--- src/include/urx_pkg.sv ---
// Purpose: shared constants and types for the receive endpoint block.
// Assumes: 16-bit core register port, 8-bit payload bytes from the serial engine.
// Notes:
// Functional notes
// - The data port gives only payload bytes in bits 7:0; PID and CRC16 never reach the FIFO.
// - In test mode the data port can also be written from the core bus, pushing a byte.
// - Status bit 7 is set on a receive media error such as bit stuffing or CRC.
// - Status bit 6 is set when a good SETUP packet is received and clears when status is read.
// - On a non-isochronous endpoint status bit 5 is the DATA0/DATA1 toggle of the last good packet.
// - On an isochronous endpoint status bit 5 takes the frame number LSB after each good packet.
// - Reading the status register clears the toggle/frame bit to zero.
// - Status bit 4 is set when an ACK was returned for a good packet and clears on status read.
// - The 4-bit count field shows the bytes held in the FIFO, saturating at 15.
// - The 2-bit warning limit selects off, or fewer than 5, 9 or 17 free bytes.
// - The warning flag is raised while the free bytes are at or below the selected limit.
// - An isochronous endpoint never answers NAK.
// - Reception is disabled after each data packet not aborted by a media error, or a STALL to OUT; software re-enables it.
// - A flush empties the FIFO and clears the error bit, waiting for a reception in progress.
package urx_pkg;
  localparam logic [31:0] RXD_ADDR     = 32'h5000185A;
  localparam logic [31:0] RXS_ADDR     = 32'h5000185C;
  localparam logic [31:0] RXC_ADDR     = 32'h5000185E;
  localparam logic [15:0] REG_RST      = 16'h0000;
  localparam int          ST_ERR       = 7;
  localparam int          ST_SETUP     = 6;
  localparam int          ST_TOG       = 5;
  localparam int          ST_ACK       = 4;
  localparam int          CT_EN        = 0;
  localparam int          CT_IGN       = 2;
  localparam int          CT_FLUSH     = 3;
  localparam int          CT_WL_LO     = 5;
  localparam int          CT_WL_HI     = 6;
  localparam int          FIFO_WIDTH   = 8;
  localparam int          FIFO_DEPTH   = 32;
  localparam logic [5:0]  FIFO_FULL    = 6'h20;
  localparam logic [5:0]  CNT_MAX      = 6'h0F;
  localparam logic [3:0]  CNT_SAT      = 4'hF;
  localparam logic [5:0]  WARN_LIM1    = 6'h04;
  localparam logic [5:0]  WARN_LIM2    = 6'h08;
  localparam logic [5:0]  WARN_LIM3    = 6'h10;
  localparam logic [7:0]  PID_DATA1    = 8'h4B;
  localparam logic [1:0]  CRC_BYTES    = 2'h2;
  localparam logic [1:0]  SEL_DATA     = 2'h0;
  localparam logic [1:0]  SEL_STAT     = 2'h1;
  localparam logic [1:0]  SEL_CTRL     = 2'h2;
  localparam logic [1:0]  SEL_NONE     = 2'h3;

  typedef enum logic [1:0] {S_IDLE, S_PID, S_DATA} urx_state_t;

  typedef struct packed {
    logic        wr;
    logic        rd;
    logic [31:0] addr;
    logic [15:0] wdata;
  } urx_reg_req_t;

  typedef struct packed {
    logic       sop;
    logic       setup;
    logic       vld;
    logic [7:0] data;
    logic       eop;
    logic       err;
  } urx_link_t;
endpackage

--- src/design/urx_rx_endpoint.sv ---
// Purpose: receive side of one full-speed endpoint: FIFO port, status and control.
// Assumes: serial engine delivers PID, payload and CRC16 bytes between sop and eop.
// Notes: register reads answer two cycles after the strobe; writes take effect next edge.
`timescale 1ns/1ps
module urx_rx_endpoint
  import urx_pkg::*;
(
  input  wire logic         SYS_CLK,
  input  wire logic         NRST,
  input  wire urx_reg_req_t REG_REQ,
  output logic [15:0]       REG_RDATA,
  output logic              REG_ACK,
  input  wire urx_link_t    LINK,
  input  wire logic         EP_ISO,
  input  wire logic         EP_STALL,
  input  wire logic         FRAME_LSB,
  input  wire logic         TEST_MODE,
  output logic              HS_ACK,
  output logic              HS_NAK,
  output logic              HS_STALL,
  output logic              RX_WARN_FLAG
);
  urx_state_t  st, next_st;
  logic        ctl_en, ctl_ign, ctl_flush;
  logic [1:0]  ctl_wl;
  logic        next_ctl_en, next_ctl_ign, next_ctl_flush;
  logic [1:0]  next_ctl_wl;
  logic        s_err, s_setup, s_tog, s_ack;
  logic        next_s_err, next_s_setup, next_s_tog, next_s_ack;
  logic        is_setup, pid_tog, ovr;
  logic        next_is_setup, next_pid_tog, next_ovr;
  logic [7:0]  h0, h1, next_h0, next_h1;
  logic [1:0]  hc, next_hc;
  logic        hs_ack, hs_nak, hs_stall, warn;
  logic        next_hs_ack, next_hs_nak, next_hs_stall, next_warn;
  logic        rv1, rpop, rack;
  logic [1:0]  rsel;
  logic [15:0] rsnap, rdata;
  logic        next_rv1, next_rpop, next_rack;
  logic [1:0]  next_rsel;
  logic [15:0] next_rsnap, next_rdata;

  logic        hit_d, hit_s, hit_c, rd_any, rd_d, rd_s, wr_c, wr_d;
  logic        push_v, pop, flush_go, done_ok, fin_rdy, fout_v;
  logic [7:0]  push_d, fout_d;
  logic [5:0]  fcnt, free, lim;
  logic [3:0]  cnt_sat;
  logic [15:0] stat_view, ctrl_view;

  assign REG_RDATA    = rdata;
  assign REG_ACK      = rack;
  assign HS_ACK       = hs_ack;
  assign HS_NAK       = hs_nak;
  assign HS_STALL     = hs_stall;
  assign RX_WARN_FLAG = warn;

  urx_fifo #(
    .W (FIFO_WIDTH),
    .D (FIFO_DEPTH)
  ) u_fifo (
    .clk       (SYS_CLK),
    .rst_n     (NRST),
    .flush     (flush_go),
    .in_valid  (push_v),
    .in_ready  (fin_rdy),
    .in_data   (push_d),
    .out_valid (fout_v),
    .out_ready (pop),
    .out_data  (fout_d),
    .count     (fcnt)
  );

  always_comb begin
    hit_d    = (REG_REQ.addr == RXD_ADDR);
    hit_s    = (REG_REQ.addr == RXS_ADDR);
    hit_c    = (REG_REQ.addr == RXC_ADDR);
    rd_any   = REG_REQ.rd && !REG_REQ.wr;
    rd_d     = rd_any && hit_d;
    rd_s     = rd_any && hit_s;
    wr_c     = REG_REQ.wr && hit_c;
    wr_d     = REG_REQ.wr && hit_d && TEST_MODE;
    pop      = rd_d && fout_v;
    flush_go = ctl_flush && (st == S_IDLE);
    cnt_sat  = (fcnt > CNT_MAX) ? CNT_SAT : fcnt[3:0];
    free     = FIFO_FULL - fcnt;
    unique case (ctl_wl)
      2'h1:    lim = WARN_LIM1;
      2'h2:    lim = WARN_LIM2;
      2'h3:    lim = WARN_LIM3;
      default: lim = 6'h00;
    endcase
    stat_view = {8'h00, s_err, s_setup, s_tog, s_ack, cnt_sat};
    ctrl_view = {9'h000, ctl_wl, 1'b0, ctl_flush, ctl_ign, 1'b0, ctl_en};
  end

  always_comb begin
    next_st        = st;
    next_ctl_en    = ctl_en;
    next_ctl_ign   = ctl_ign;
    next_ctl_flush = ctl_flush;
    next_ctl_wl    = ctl_wl;
    next_s_err     = s_err;
    next_s_setup   = s_setup;
    next_s_tog     = s_tog;
    next_s_ack     = s_ack;
    next_is_setup  = is_setup;
    next_pid_tog   = pid_tog;
    next_ovr       = ovr;
    next_h0        = h0;
    next_h1        = h1;
    next_hc        = hc;
    next_hs_ack    = 1'b0;
    next_hs_nak    = 1'b0;
    next_hs_stall  = 1'b0;
    done_ok        = 1'b0;
    push_v         = wr_d;
    push_d         = REG_REQ.wdata[7:0];
    // Read clears come first so a same-cycle hardware set wins
    if (rd_s) begin
      next_s_setup = 1'b0;
      next_s_tog   = 1'b0;
      next_s_ack   = 1'b0;
    end
    if (flush_go) begin
      next_ctl_flush = 1'b0;
      next_hc        = 2'h0;
      next_s_err     = 1'b0;
    end
    unique case (st)
      S_IDLE: begin
        if (LINK.sop) begin
          if (LINK.setup) begin
            if (!ctl_ign) begin
              next_st       = S_PID;
              next_is_setup = 1'b1;
              next_ovr      = 1'b0;
              next_hc       = 2'h0;
            end
          end else if (EP_STALL) begin
            next_hs_stall = 1'b1;
            next_ctl_en   = 1'b0;
          end else if (ctl_en) begin
            next_st       = S_PID;
            next_is_setup = 1'b0;
            next_ovr      = 1'b0;
            next_hc       = 2'h0;
          end else if (!EP_ISO) begin
            next_hs_nak = 1'b1;
          end
        end
      end
      S_PID: begin
        if (LINK.err) begin
          next_s_err = 1'b1;
          next_st    = S_IDLE;
        end else if (LINK.vld) begin
          // PID byte is consumed here and never pushed
          next_pid_tog = (LINK.data == PID_DATA1);
          next_st      = S_DATA;
        end else if (LINK.eop) begin
          next_st = S_IDLE;
        end
      end
      S_DATA: begin
        if (LINK.err) begin
          next_s_err = 1'b1;
          next_st    = S_IDLE;
          next_hc    = 2'h0;
        end else begin
          if (LINK.vld) begin
            // Two bytes stay held back so the CRC16 can be dropped at eop
            if (hc == CRC_BYTES) begin
              push_v = 1'b1;
              push_d = h1;
              if (!fin_rdy) begin
                next_ovr = 1'b1;
              end
            end else begin
              next_hc = hc + 2'h1;
            end
            next_h1 = h0;
            next_h0 = LINK.data;
          end
          if (LINK.eop) begin
            next_st     = S_IDLE;
            next_hc     = 2'h0;
            next_ctl_en = 1'b0;
            if (next_ovr) begin
              next_hs_nak = !EP_ISO;
            end else begin
              done_ok    = 1'b1;
              next_s_tog = EP_ISO ? FRAME_LSB : pid_tog;
              if (!EP_ISO) begin
                next_hs_ack = 1'b1;
                next_s_ack  = 1'b1;
              end
              if (is_setup) begin
                next_s_setup = 1'b1;
              end
            end
          end
        end
      end
      default: next_st = S_IDLE;
    endcase
    // Software write lands after the hardware clear, so a re-enable is never lost
    if (wr_c) begin
      next_ctl_en  = REG_REQ.wdata[CT_EN];
      next_ctl_ign = REG_REQ.wdata[CT_IGN];
      next_ctl_wl  = REG_REQ.wdata[CT_WL_HI:CT_WL_LO];
      if (REG_REQ.wdata[CT_FLUSH]) begin
        next_ctl_flush = 1'b1;
      end
    end
    next_warn = (ctl_wl != 2'h0) && (free <= lim);
  end

  always_comb begin
    next_rv1   = rd_any;
    next_rpop  = pop;
    next_rsnap = hit_s ? stat_view : ctrl_view;
    if (hit_d) begin
      next_rsel = SEL_DATA;
    end else if (hit_s) begin
      next_rsel = SEL_STAT;
    end else if (hit_c) begin
      next_rsel = SEL_CTRL;
    end else begin
      next_rsel = SEL_NONE;
    end
    next_rack = rv1;
    unique case (rsel)
      SEL_DATA: next_rdata = {8'h00, rpop ? fout_d : 8'h00};
      SEL_STAT: next_rdata = rsnap;
      SEL_CTRL: next_rdata = rsnap;
      default:  next_rdata = 16'h0000;
    endcase
    if (!rv1) begin
      next_rdata = 16'h0000;
    end
  end

  always_ff @(posedge SYS_CLK or negedge NRST) begin
    if (!NRST) begin
      st        <= S_IDLE;
      ctl_en    <= REG_RST[CT_EN];
      ctl_ign   <= REG_RST[CT_IGN];
      ctl_flush <= REG_RST[CT_FLUSH];
      ctl_wl    <= REG_RST[CT_WL_HI:CT_WL_LO];
      s_err     <= REG_RST[ST_ERR];
      s_setup   <= REG_RST[ST_SETUP];
      s_tog     <= REG_RST[ST_TOG];
      s_ack     <= REG_RST[ST_ACK];
      is_setup  <= 1'b0;
      pid_tog   <= 1'b0;
      ovr       <= 1'b0;
      h0        <= 8'h00;
      h1        <= 8'h00;
      hc        <= 2'h0;
      hs_ack    <= 1'b0;
      hs_nak    <= 1'b0;
      hs_stall  <= 1'b0;
      warn      <= 1'b0;
      rv1       <= 1'b0;
      rpop      <= 1'b0;
      rsel      <= SEL_NONE;
      rsnap     <= REG_RST;
      rdata     <= REG_RST;
      rack      <= 1'b0;
    end else begin
      st        <= next_st;
      ctl_en    <= next_ctl_en;
      ctl_ign   <= next_ctl_ign;
      ctl_flush <= next_ctl_flush;
      ctl_wl    <= next_ctl_wl;
      s_err     <= next_s_err;
      s_setup   <= next_s_setup;
      s_tog     <= next_s_tog;
      s_ack     <= next_s_ack;
      is_setup  <= next_is_setup;
      pid_tog   <= next_pid_tog;
      ovr       <= next_ovr;
      h0        <= next_h0;
      h1        <= next_h1;
      hc        <= next_hc;
      hs_ack    <= next_hs_ack;
      hs_nak    <= next_hs_nak;
      hs_stall  <= next_hs_stall;
      warn      <= next_warn;
      rv1       <= next_rv1;
      rpop      <= next_rpop;
      rsel      <= next_rsel;
      rsnap     <= next_rsnap;
      rdata     <= next_rdata;
      rack      <= next_rack;
    end
  end
endmodule

--- src/design/urx_fifo.sv ---
// Purpose: byte FIFO with registered read data between packet engine and core bus.
// Assumes: one clock; flush clears both pointers at once.
// Notes: out_data is loaded on the pop edge, so data follows the pop by one cycle.
`timescale 1ns/1ps
module urx_fifo #(
  parameter int W  = 8,
  parameter int D  = 32,
  parameter int AW = $clog2(D)
) (
  input  wire logic          clk,
  input  wire logic          rst_n,
  input  wire logic          flush,
  input  wire logic          in_valid,
  output logic               in_ready,
  input  wire logic [W-1:0]  in_data,
  output logic               out_valid,
  input  wire logic          out_ready,
  output logic [W-1:0]       out_data,
  output logic [AW:0]        count
);
  logic [W-1:0]  mem [D];
  logic [AW-1:0] wp, rp, next_wp, next_rp;
  logic [AW:0]   next_count;
  logic          do_push, do_pop;

  assign in_ready  = (count < (AW+1)'(D));
  assign out_valid = (count != '0);

  always_comb begin
    do_push    = in_valid && in_ready && !flush;
    do_pop     = out_ready && out_valid && !flush;
    next_wp    = do_push ? wp + 1'b1 : wp;
    next_rp    = do_pop ? rp + 1'b1 : rp;
    next_count = count + (AW+1)'(do_push) - (AW+1)'(do_pop);
    if (flush) begin
      next_wp    = '0;
      next_rp    = '0;
      next_count = '0;
    end
  end

  always_ff @(posedge clk or negedge rst_n) begin
    if (!rst_n) begin
      wp       <= '0;
      rp       <= '0;
      count    <= '0;
      out_data <= '0;
    end else begin
      wp    <= next_wp;
      rp    <= next_rp;
      count <= next_count;
      if (do_pop) begin
        out_data <= mem[rp];
      end
    end
  end

  always_ff @(posedge clk) begin
    if (do_push) begin
      mem[wp] <= in_data;
    end
  end
endmodule

--- config.mk ---
export PLATFORM = sky130hd
export DESIGN_NAME = urx_rx_endpoint
export DESIGN_NICKNAME = d
export VERILOG_FILES = /design/src/include/urx_pkg.sv /design/src/design/urx_rx_endpoint.sv /design/src/design/urx_fifo.sv
export SDC_FILE = /design/constraint.sdc
export NUM_CORES = 1
export LEC_CHECK = 0
export ABC_AREA = 1
export BUFFER_PORTS_ARGS = -buffer_cell sky130_fd_sc_hd__buf_2
export CAP_MARGIN = 40
export CELL_PAD_IN_SITES_DETAIL_PLACEMENT = 2
export CELL_PAD_IN_SITES_GLOBAL_PLACEMENT = 2
export CORE_MARGIN = 2
export CORE_UTILIZATION = 40
export CTS_BUF_LIST = sky130_fd_sc_hd__clkbuf_8
export DETAILED_ROUTE_END_ITERATION = 10
export PLACE_DENSITY_LB_ADDON = 0.1
export SYNTH_ARGS = -nofsm -noshare
export SYNTH_HDL_FRONTEND = slang
export SYNTH_SLANG_ARGS = --single-unit
--- constraint.sdc ---
create_clock -name SYS_CLK -period 4.8 [get_ports SYS_CLK]
set_input_delay 0.24 -clock SYS_CLK [delete_from_list [all_inputs] [get_ports SYS_CLK]]
set_output_delay 0.24 -clock SYS_CLK [all_outputs]
set_load 0.05 [all_outputs]
==> run_summary.xml <==
<?xml version="1.0" encoding="UTF-8"?>
<metrics>
  <group name="setup_path">
    <metric name="timing.critical_path.from_type" unit="">flip-flop</metric>
    <metric name="critical_path.slowest_cell" unit="">sky130_fd_sc_hd__nor2_1</metric>
    <metric name="setup.worst_path.class" unit="">flip-flop to flip-flop</metric>
    <metric name="timing.rr.start" unit="">st[0]</metric>
    <metric name="rr_worst_depth" unit="">8</metric>
    <metric name="timing.critical_path.required" unit="ns">5.04</metric>
    <metric name="critPathArrivalTime" unit="ns">3.58</metric>
    <metric name="crit_fanout" unit="">11</metric>
    <metric name="crit_path_cell_trace" unit="">inv_1 &gt; ha_1 &gt; inv_1 &gt; nor2_1 &gt; nand2_1 &gt; nand2_4 &gt; nand4_4 &gt; nor2_1</metric>
    <metric name="critPathMaxStageDelay" unit="ns">0.76</metric>
    <metric name="reg_to_reg_critical_path_endpoint" unit="">u_fifo.mem[10][1]</metric>
    <metric name="worst_setup_path_end_kind" unit="">flip-flop</metric>
    <metric name="reg_to_reg_slack_setup" unit="ns">1.47</metric>
  </group>
  <group name="timing">
    <metric name="max-slew-margin-rel" unit="%">42.28</metric>
    <metric name="finalWorstPathRequiredPeriod" unit="ns">3.334</metric>
    <metric name="fin_tns_setup" unit="ns">0</metric>
    <metric name="timing.final.max_slew_violations" unit="">0</metric>
    <metric name="rsz_0062_raised_after_global_routing" unit="">no</metric>
    <metric name="worstMarginPinSlew" unit="ns">0.8626</metric>
    <metric name="timing.fmax" unit="GHz">0.2999</metric>
    <metric name="timing.final.setup_violations" unit="">0</metric>
    <metric name="final_clock_period_utilization_by_the_worst_path" unit="%">69.47</metric>
    <metric name="final_count_of_hold_timing_violations" unit="">0</metric>
    <metric name="clock_skew" unit="ns">0.03029</metric>
  </group>
  <group name="logic_synthesis">
    <metric name="synth-edff-count" unit="">256</metric>
    <metric name="netlist_instances" unit="">1436</metric>
    <metric name="commonest_register_cell_after_synthesis" unit="">sky130_fd_sc_hd__edfxtp_1</metric>
    <metric name="flip_flop_and_latch_count_after_synthesis" unit="">337</metric>
    <metric name="top_cell_type_by_total_area_after_synthesis" unit="">sky130_fd_sc_hd__edfxtp_1</metric>
    <metric name="syn-cell-area" unit="um2">14920</metric>
    <metric name="ys_seq_area_share" unit="%">65.13</metric>
    <metric name="synth.top_cell.area_share" unit="%">51.53</metric>
    <metric name="yosys_warnings" unit="">0</metric>
    <metric name="synth_cell_type_count" unit="">44</metric>
    <metric name="async_reset_ff_share" unit="%">24.04</metric>
    <metric name="synth.top_cells.by_area" unit="">sky130_fd_sc_hd__edfxtp_1, sky130_fd_sc_hd__dfrtp_1, sky130_fd_sc_hd__nand2_1</metric>
    <metric name="synth_area_per_cell" unit="um2">10.39</metric>
  </group>
  <group name="drt">
    <metric name="initialDrtViolationCount" unit="">533</metric>
    <metric name="drt-wirelength-per-cell" unit="um">21.86</metric>
    <metric name="drt_pass1_iterations" unit="">5</metric>
    <metric name="routed-via-count" unit="">10812</metric>
    <metric name="final_routed_wirelength" unit="mm">44.88</metric>
    <metric name="ant_nets" unit="">0</metric>
    <metric name="detail_route.vias_per_cell" unit="">5.266</metric>
    <metric name="drcViolationCount" unit="">0</metric>
  </group>
  <group name="global_routing">
    <metric name="grt_overflow_total" unit="">0</metric>
    <metric name="first_global_vias" unit="">12240</metric>
    <metric name="grt_start_max_net_pins" unit="">74</metric>
    <metric name="grt_use_total" unit="%">24.07</metric>
    <metric name="grt_antenna_before_repair" unit="">0</metric>
    <metric name="grt_pass1_wl" unit="mm">70.41</metric>
  </group>
  <group name="placement">
    <metric name="globalplace.congestion" unit="">0.7811</metric>
    <metric name="place_hpwl" unit="mm">29.45</metric>
    <metric name="numPortBuffers" unit="">73</metric>
  </group>
  <group name="die">
    <metric name="design.die.area" unit="um2">38860</metric>
    <metric name="initial_core_util" unit="%">40.65</metric>
    <metric name="boundaryPins" unit="">90</metric>
    <metric name="dieHeight" unit="um">197.1</metric>
    <metric name="row_count" unit="">70</metric>
    <metric name="die_x" unit="um">197.1</metric>
    <metric name="core_area" unit="um2">36700</metric>
  </group>
  <group name="power_and_ir_drop">
    <metric name="vdd_drop_max" unit="mV">0.1974</metric>
    <metric name="powerDensity" unit="nW/um2">364.0</metric>
    <metric name="total_power_after_layout" unit="W">0.006186</metric>
    <metric name="leakage" unit="nW">7.082</metric>
  </group>
  <group name="final_layout">
    <metric name="final_common_cell" unit="">sky130_fd_sc_hd__nand2_1</metric>
    <metric name="layout.area.seq" unit="um2">9722</metric>
    <metric name="antenna_cells" unit="">0</metric>
    <metric name="multi_input_area" unit="um2">4352</metric>
    <metric name="post_route_cells_drive_above_1_share" unit="%">12.30</metric>
    <metric name="final_cell_mix" unit="">sky130_fd_sc_hd__nand2_1, sky130_fd_sc_hd__edfxtp_1, sky130_fd_sc_hd__nor2_1</metric>
    <metric name="n_fill_cell" unit="">3874</metric>
    <metric name="area.growth.synth_to_final" unit="%">13.93</metric>
    <metric name="nNetsFinal" unit="">1640</metric>
  </group>
  <group name="clocking">
    <metric name="tritoncts" unit="">yes</metric>
    <metric name="clock_root_buffer" unit="">sky130_fd_sc_hd__clkbuf_8</metric>
    <metric name="clkTransAtPathRegs" unit="ns">0.07</metric>
    <metric name="clock_tree.htree_level_count" unit="">2</metric>
    <metric name="clock_latency" unit="ns">0.65</metric>
    <metric name="cts_buffer_depth" unit="">3</metric>
    <metric name="cts.sinks" unit="">337</metric>
    <metric name="tritoncts.num_buffers" unit="">57</metric>
  </group>
  <group name="hold_path">
    <metric name="min_path_type" unit="">input pin to flip-flop</metric>
    <metric name="timing.hold.worst_path_depth" unit="">4</metric>
    <metric name="whs_endpoint" unit="">next_rack</metric>
    <metric name="launch_point_of_the_worst_hold_path" unit="">REG_REQ[49]</metric>
  </group>
  <group name="job">
    <metric name="cap_viol_max_count" unit="">0</metric>
  </group>
  <group name="outcome">
    <metric name="status" unit="">complete, no violations</metric>
  </group>
</metrics>
[critical path, delay by kind of cell, from the launching register on]
kind                     cells  cell delay, ns
AND/OR/NAND/NOR              5            2.10
flip-flops                   1            0.43
adder cells (fa/ha/maj)      1            0.18
buffers and inverters        2            0.22
[synthesized netlist by cell type, types with 2 or more instances]
cell                         n
sky130_fd_sc_hd__buf_2      29
sky130_fd_sc_hd__a21oi_1    38
sky130_fd_sc_hd__buf_6       4
sky130_fd_sc_hd__inv_2       3
sky130_fd_sc_hd__mux2_2     11
sky130_fd_sc_hd__nand3_1   136
sky130_fd_sc_hd__nand4_1    10
sky130_fd_sc_hd__ha_1       26
sky130_fd_sc_hd__dfstp_2     2
sky130_fd_sc_hd__clkinv_1    5
sky130_fd_sc_hd__buf_1       2
sky130_fd_sc_hd__buf_4      14
sky130_fd_sc_hd__nand4_4     4
sky130_fd_sc_hd__o31ai_1     2
sky130_fd_sc_hd__o21ai_1    10
sky130_fd_sc_hd__nor2_1    191
sky130_fd_sc_hd__dfrtp_1    79
sky130_fd_sc_hd__nor4_1      3
sky130_fd_sc_hd__clkbuf_1   19
sky130_fd_sc_hd__o211ai_1   12
sky130_fd_sc_hd__nand2_1   321
sky130_fd_sc_hd__nor3_1      2
sky130_fd_sc_hd__o21ai_0    99
sky130_fd_sc_hd__edfxtp_1  256
sky130_fd_sc_hd__nor2_2      4
sky130_fd_sc_hd__inv_1     128
sky130_fd_sc_hd__xor2_1      9
[where the power goes]
group          leakage, nW  total (W)  switching [W]  internal [W]
sequential            3.34    0.00329      0.0000521       0.00323
clock                0.638    0.00254        0.00118       0.00136
combinational         3.10   0.000362       0.000245      0.000116
total                 7.08    0.00619        0.00148       0.00471
[state kept, by name, indices dropped and copies added, names as in the netlist, 6 cells and up]
register / cells
h1: 8
REG_RDATA: 8
h0: 8
u_fifo.count: 6
rsnap: 8
u_fifo.out_data: 8
u_fifo.mem: 256
[routing by layer]
metal | vias to the layer above | share of wire (%) | track usage, %
met5 | - | 0 | 0
li1 | 5023 | - | -
met2 | 222 | 51 | 42.26
met4 | 0 | 3.7 | 9.468
met3 | 92 | 4.2 | 4.422
met1 | 5475 | 41 | 29.43
[how the worst max path moves through the flow]
| stage | slack, ns | start | endpoint | cells past startpoint |
|---|---|---|---|---|
| after floorplan | 2.16 | st[0] | u_fifo.count[4] | 13 |
| after global placement | 1.63 | st[0] | u_fifo.mem[0][6] | 8 |
| after detailed placement | 1.50 | st[0] | u_fifo.mem[0][6] | 8 |
| after CTS | 1.46 | st[0] | u_fifo.mem[11][1] | 8 |
| after global routing | 1.23 | st[0] | u_fifo.mem[11][1] | 8 |
| final | 1.47 | st[0] | u_fifo.mem[10][1] | 8 |
[layout make-up]
cell class	instances	area share [%]
sequential	337	57.20
clock inverter	37	1.377
timing repair buffer	110	4.269
clock buffer	63	5.101
multi-input combinational	902	25.60
tap	468	3.445
inverter	136	3.011
[logic make-up (layout without fill, tap and decap cells)]
group                      Yosys count  count (layout)  share of synthesized area (%)
and+or+nand+nor                    677             677                          19.13
DFF                                337             337                          65.13
buffers and inverters              204             346                          5.929
AOI/OAI and AO/OA                  170             170                          6.114
adders and majority gates           27              27                          2.315
muxes                               11              11                         0.8303
xor gates and xnor gates             9               9                         0.5284
other                                1               8                        0.02514
[through the flow]
stage / instances / area, um2 / setup slack [ns] / utilization, % / hold slack [ns]
floorplan: 1443 / 14950 / 2.157 / - / -0.05559
global route: 2053 / 17000 / 1.227 / 46.32 / 0.01845
CTS: 2052 / 16990 / 1.456 / 46.30 / 0.001575
finish: 2053 / 17000 / 1.466 / 46.32 / 0.02507
global placement: 1927 / 15620 / 1.627 / 42.57 / 0.2290
detailed placement: 1928 / 15650 / 1.500 / 42.64 / 0.2405
[repair_timing]
action,in CTS,in global routing
endpoints found under the hold margin,60,0
hold buffers,24,0
setup buffers,0,0
gates resized for setup,0,0
No activity file was read; power rests on OpenSTA's default activity.
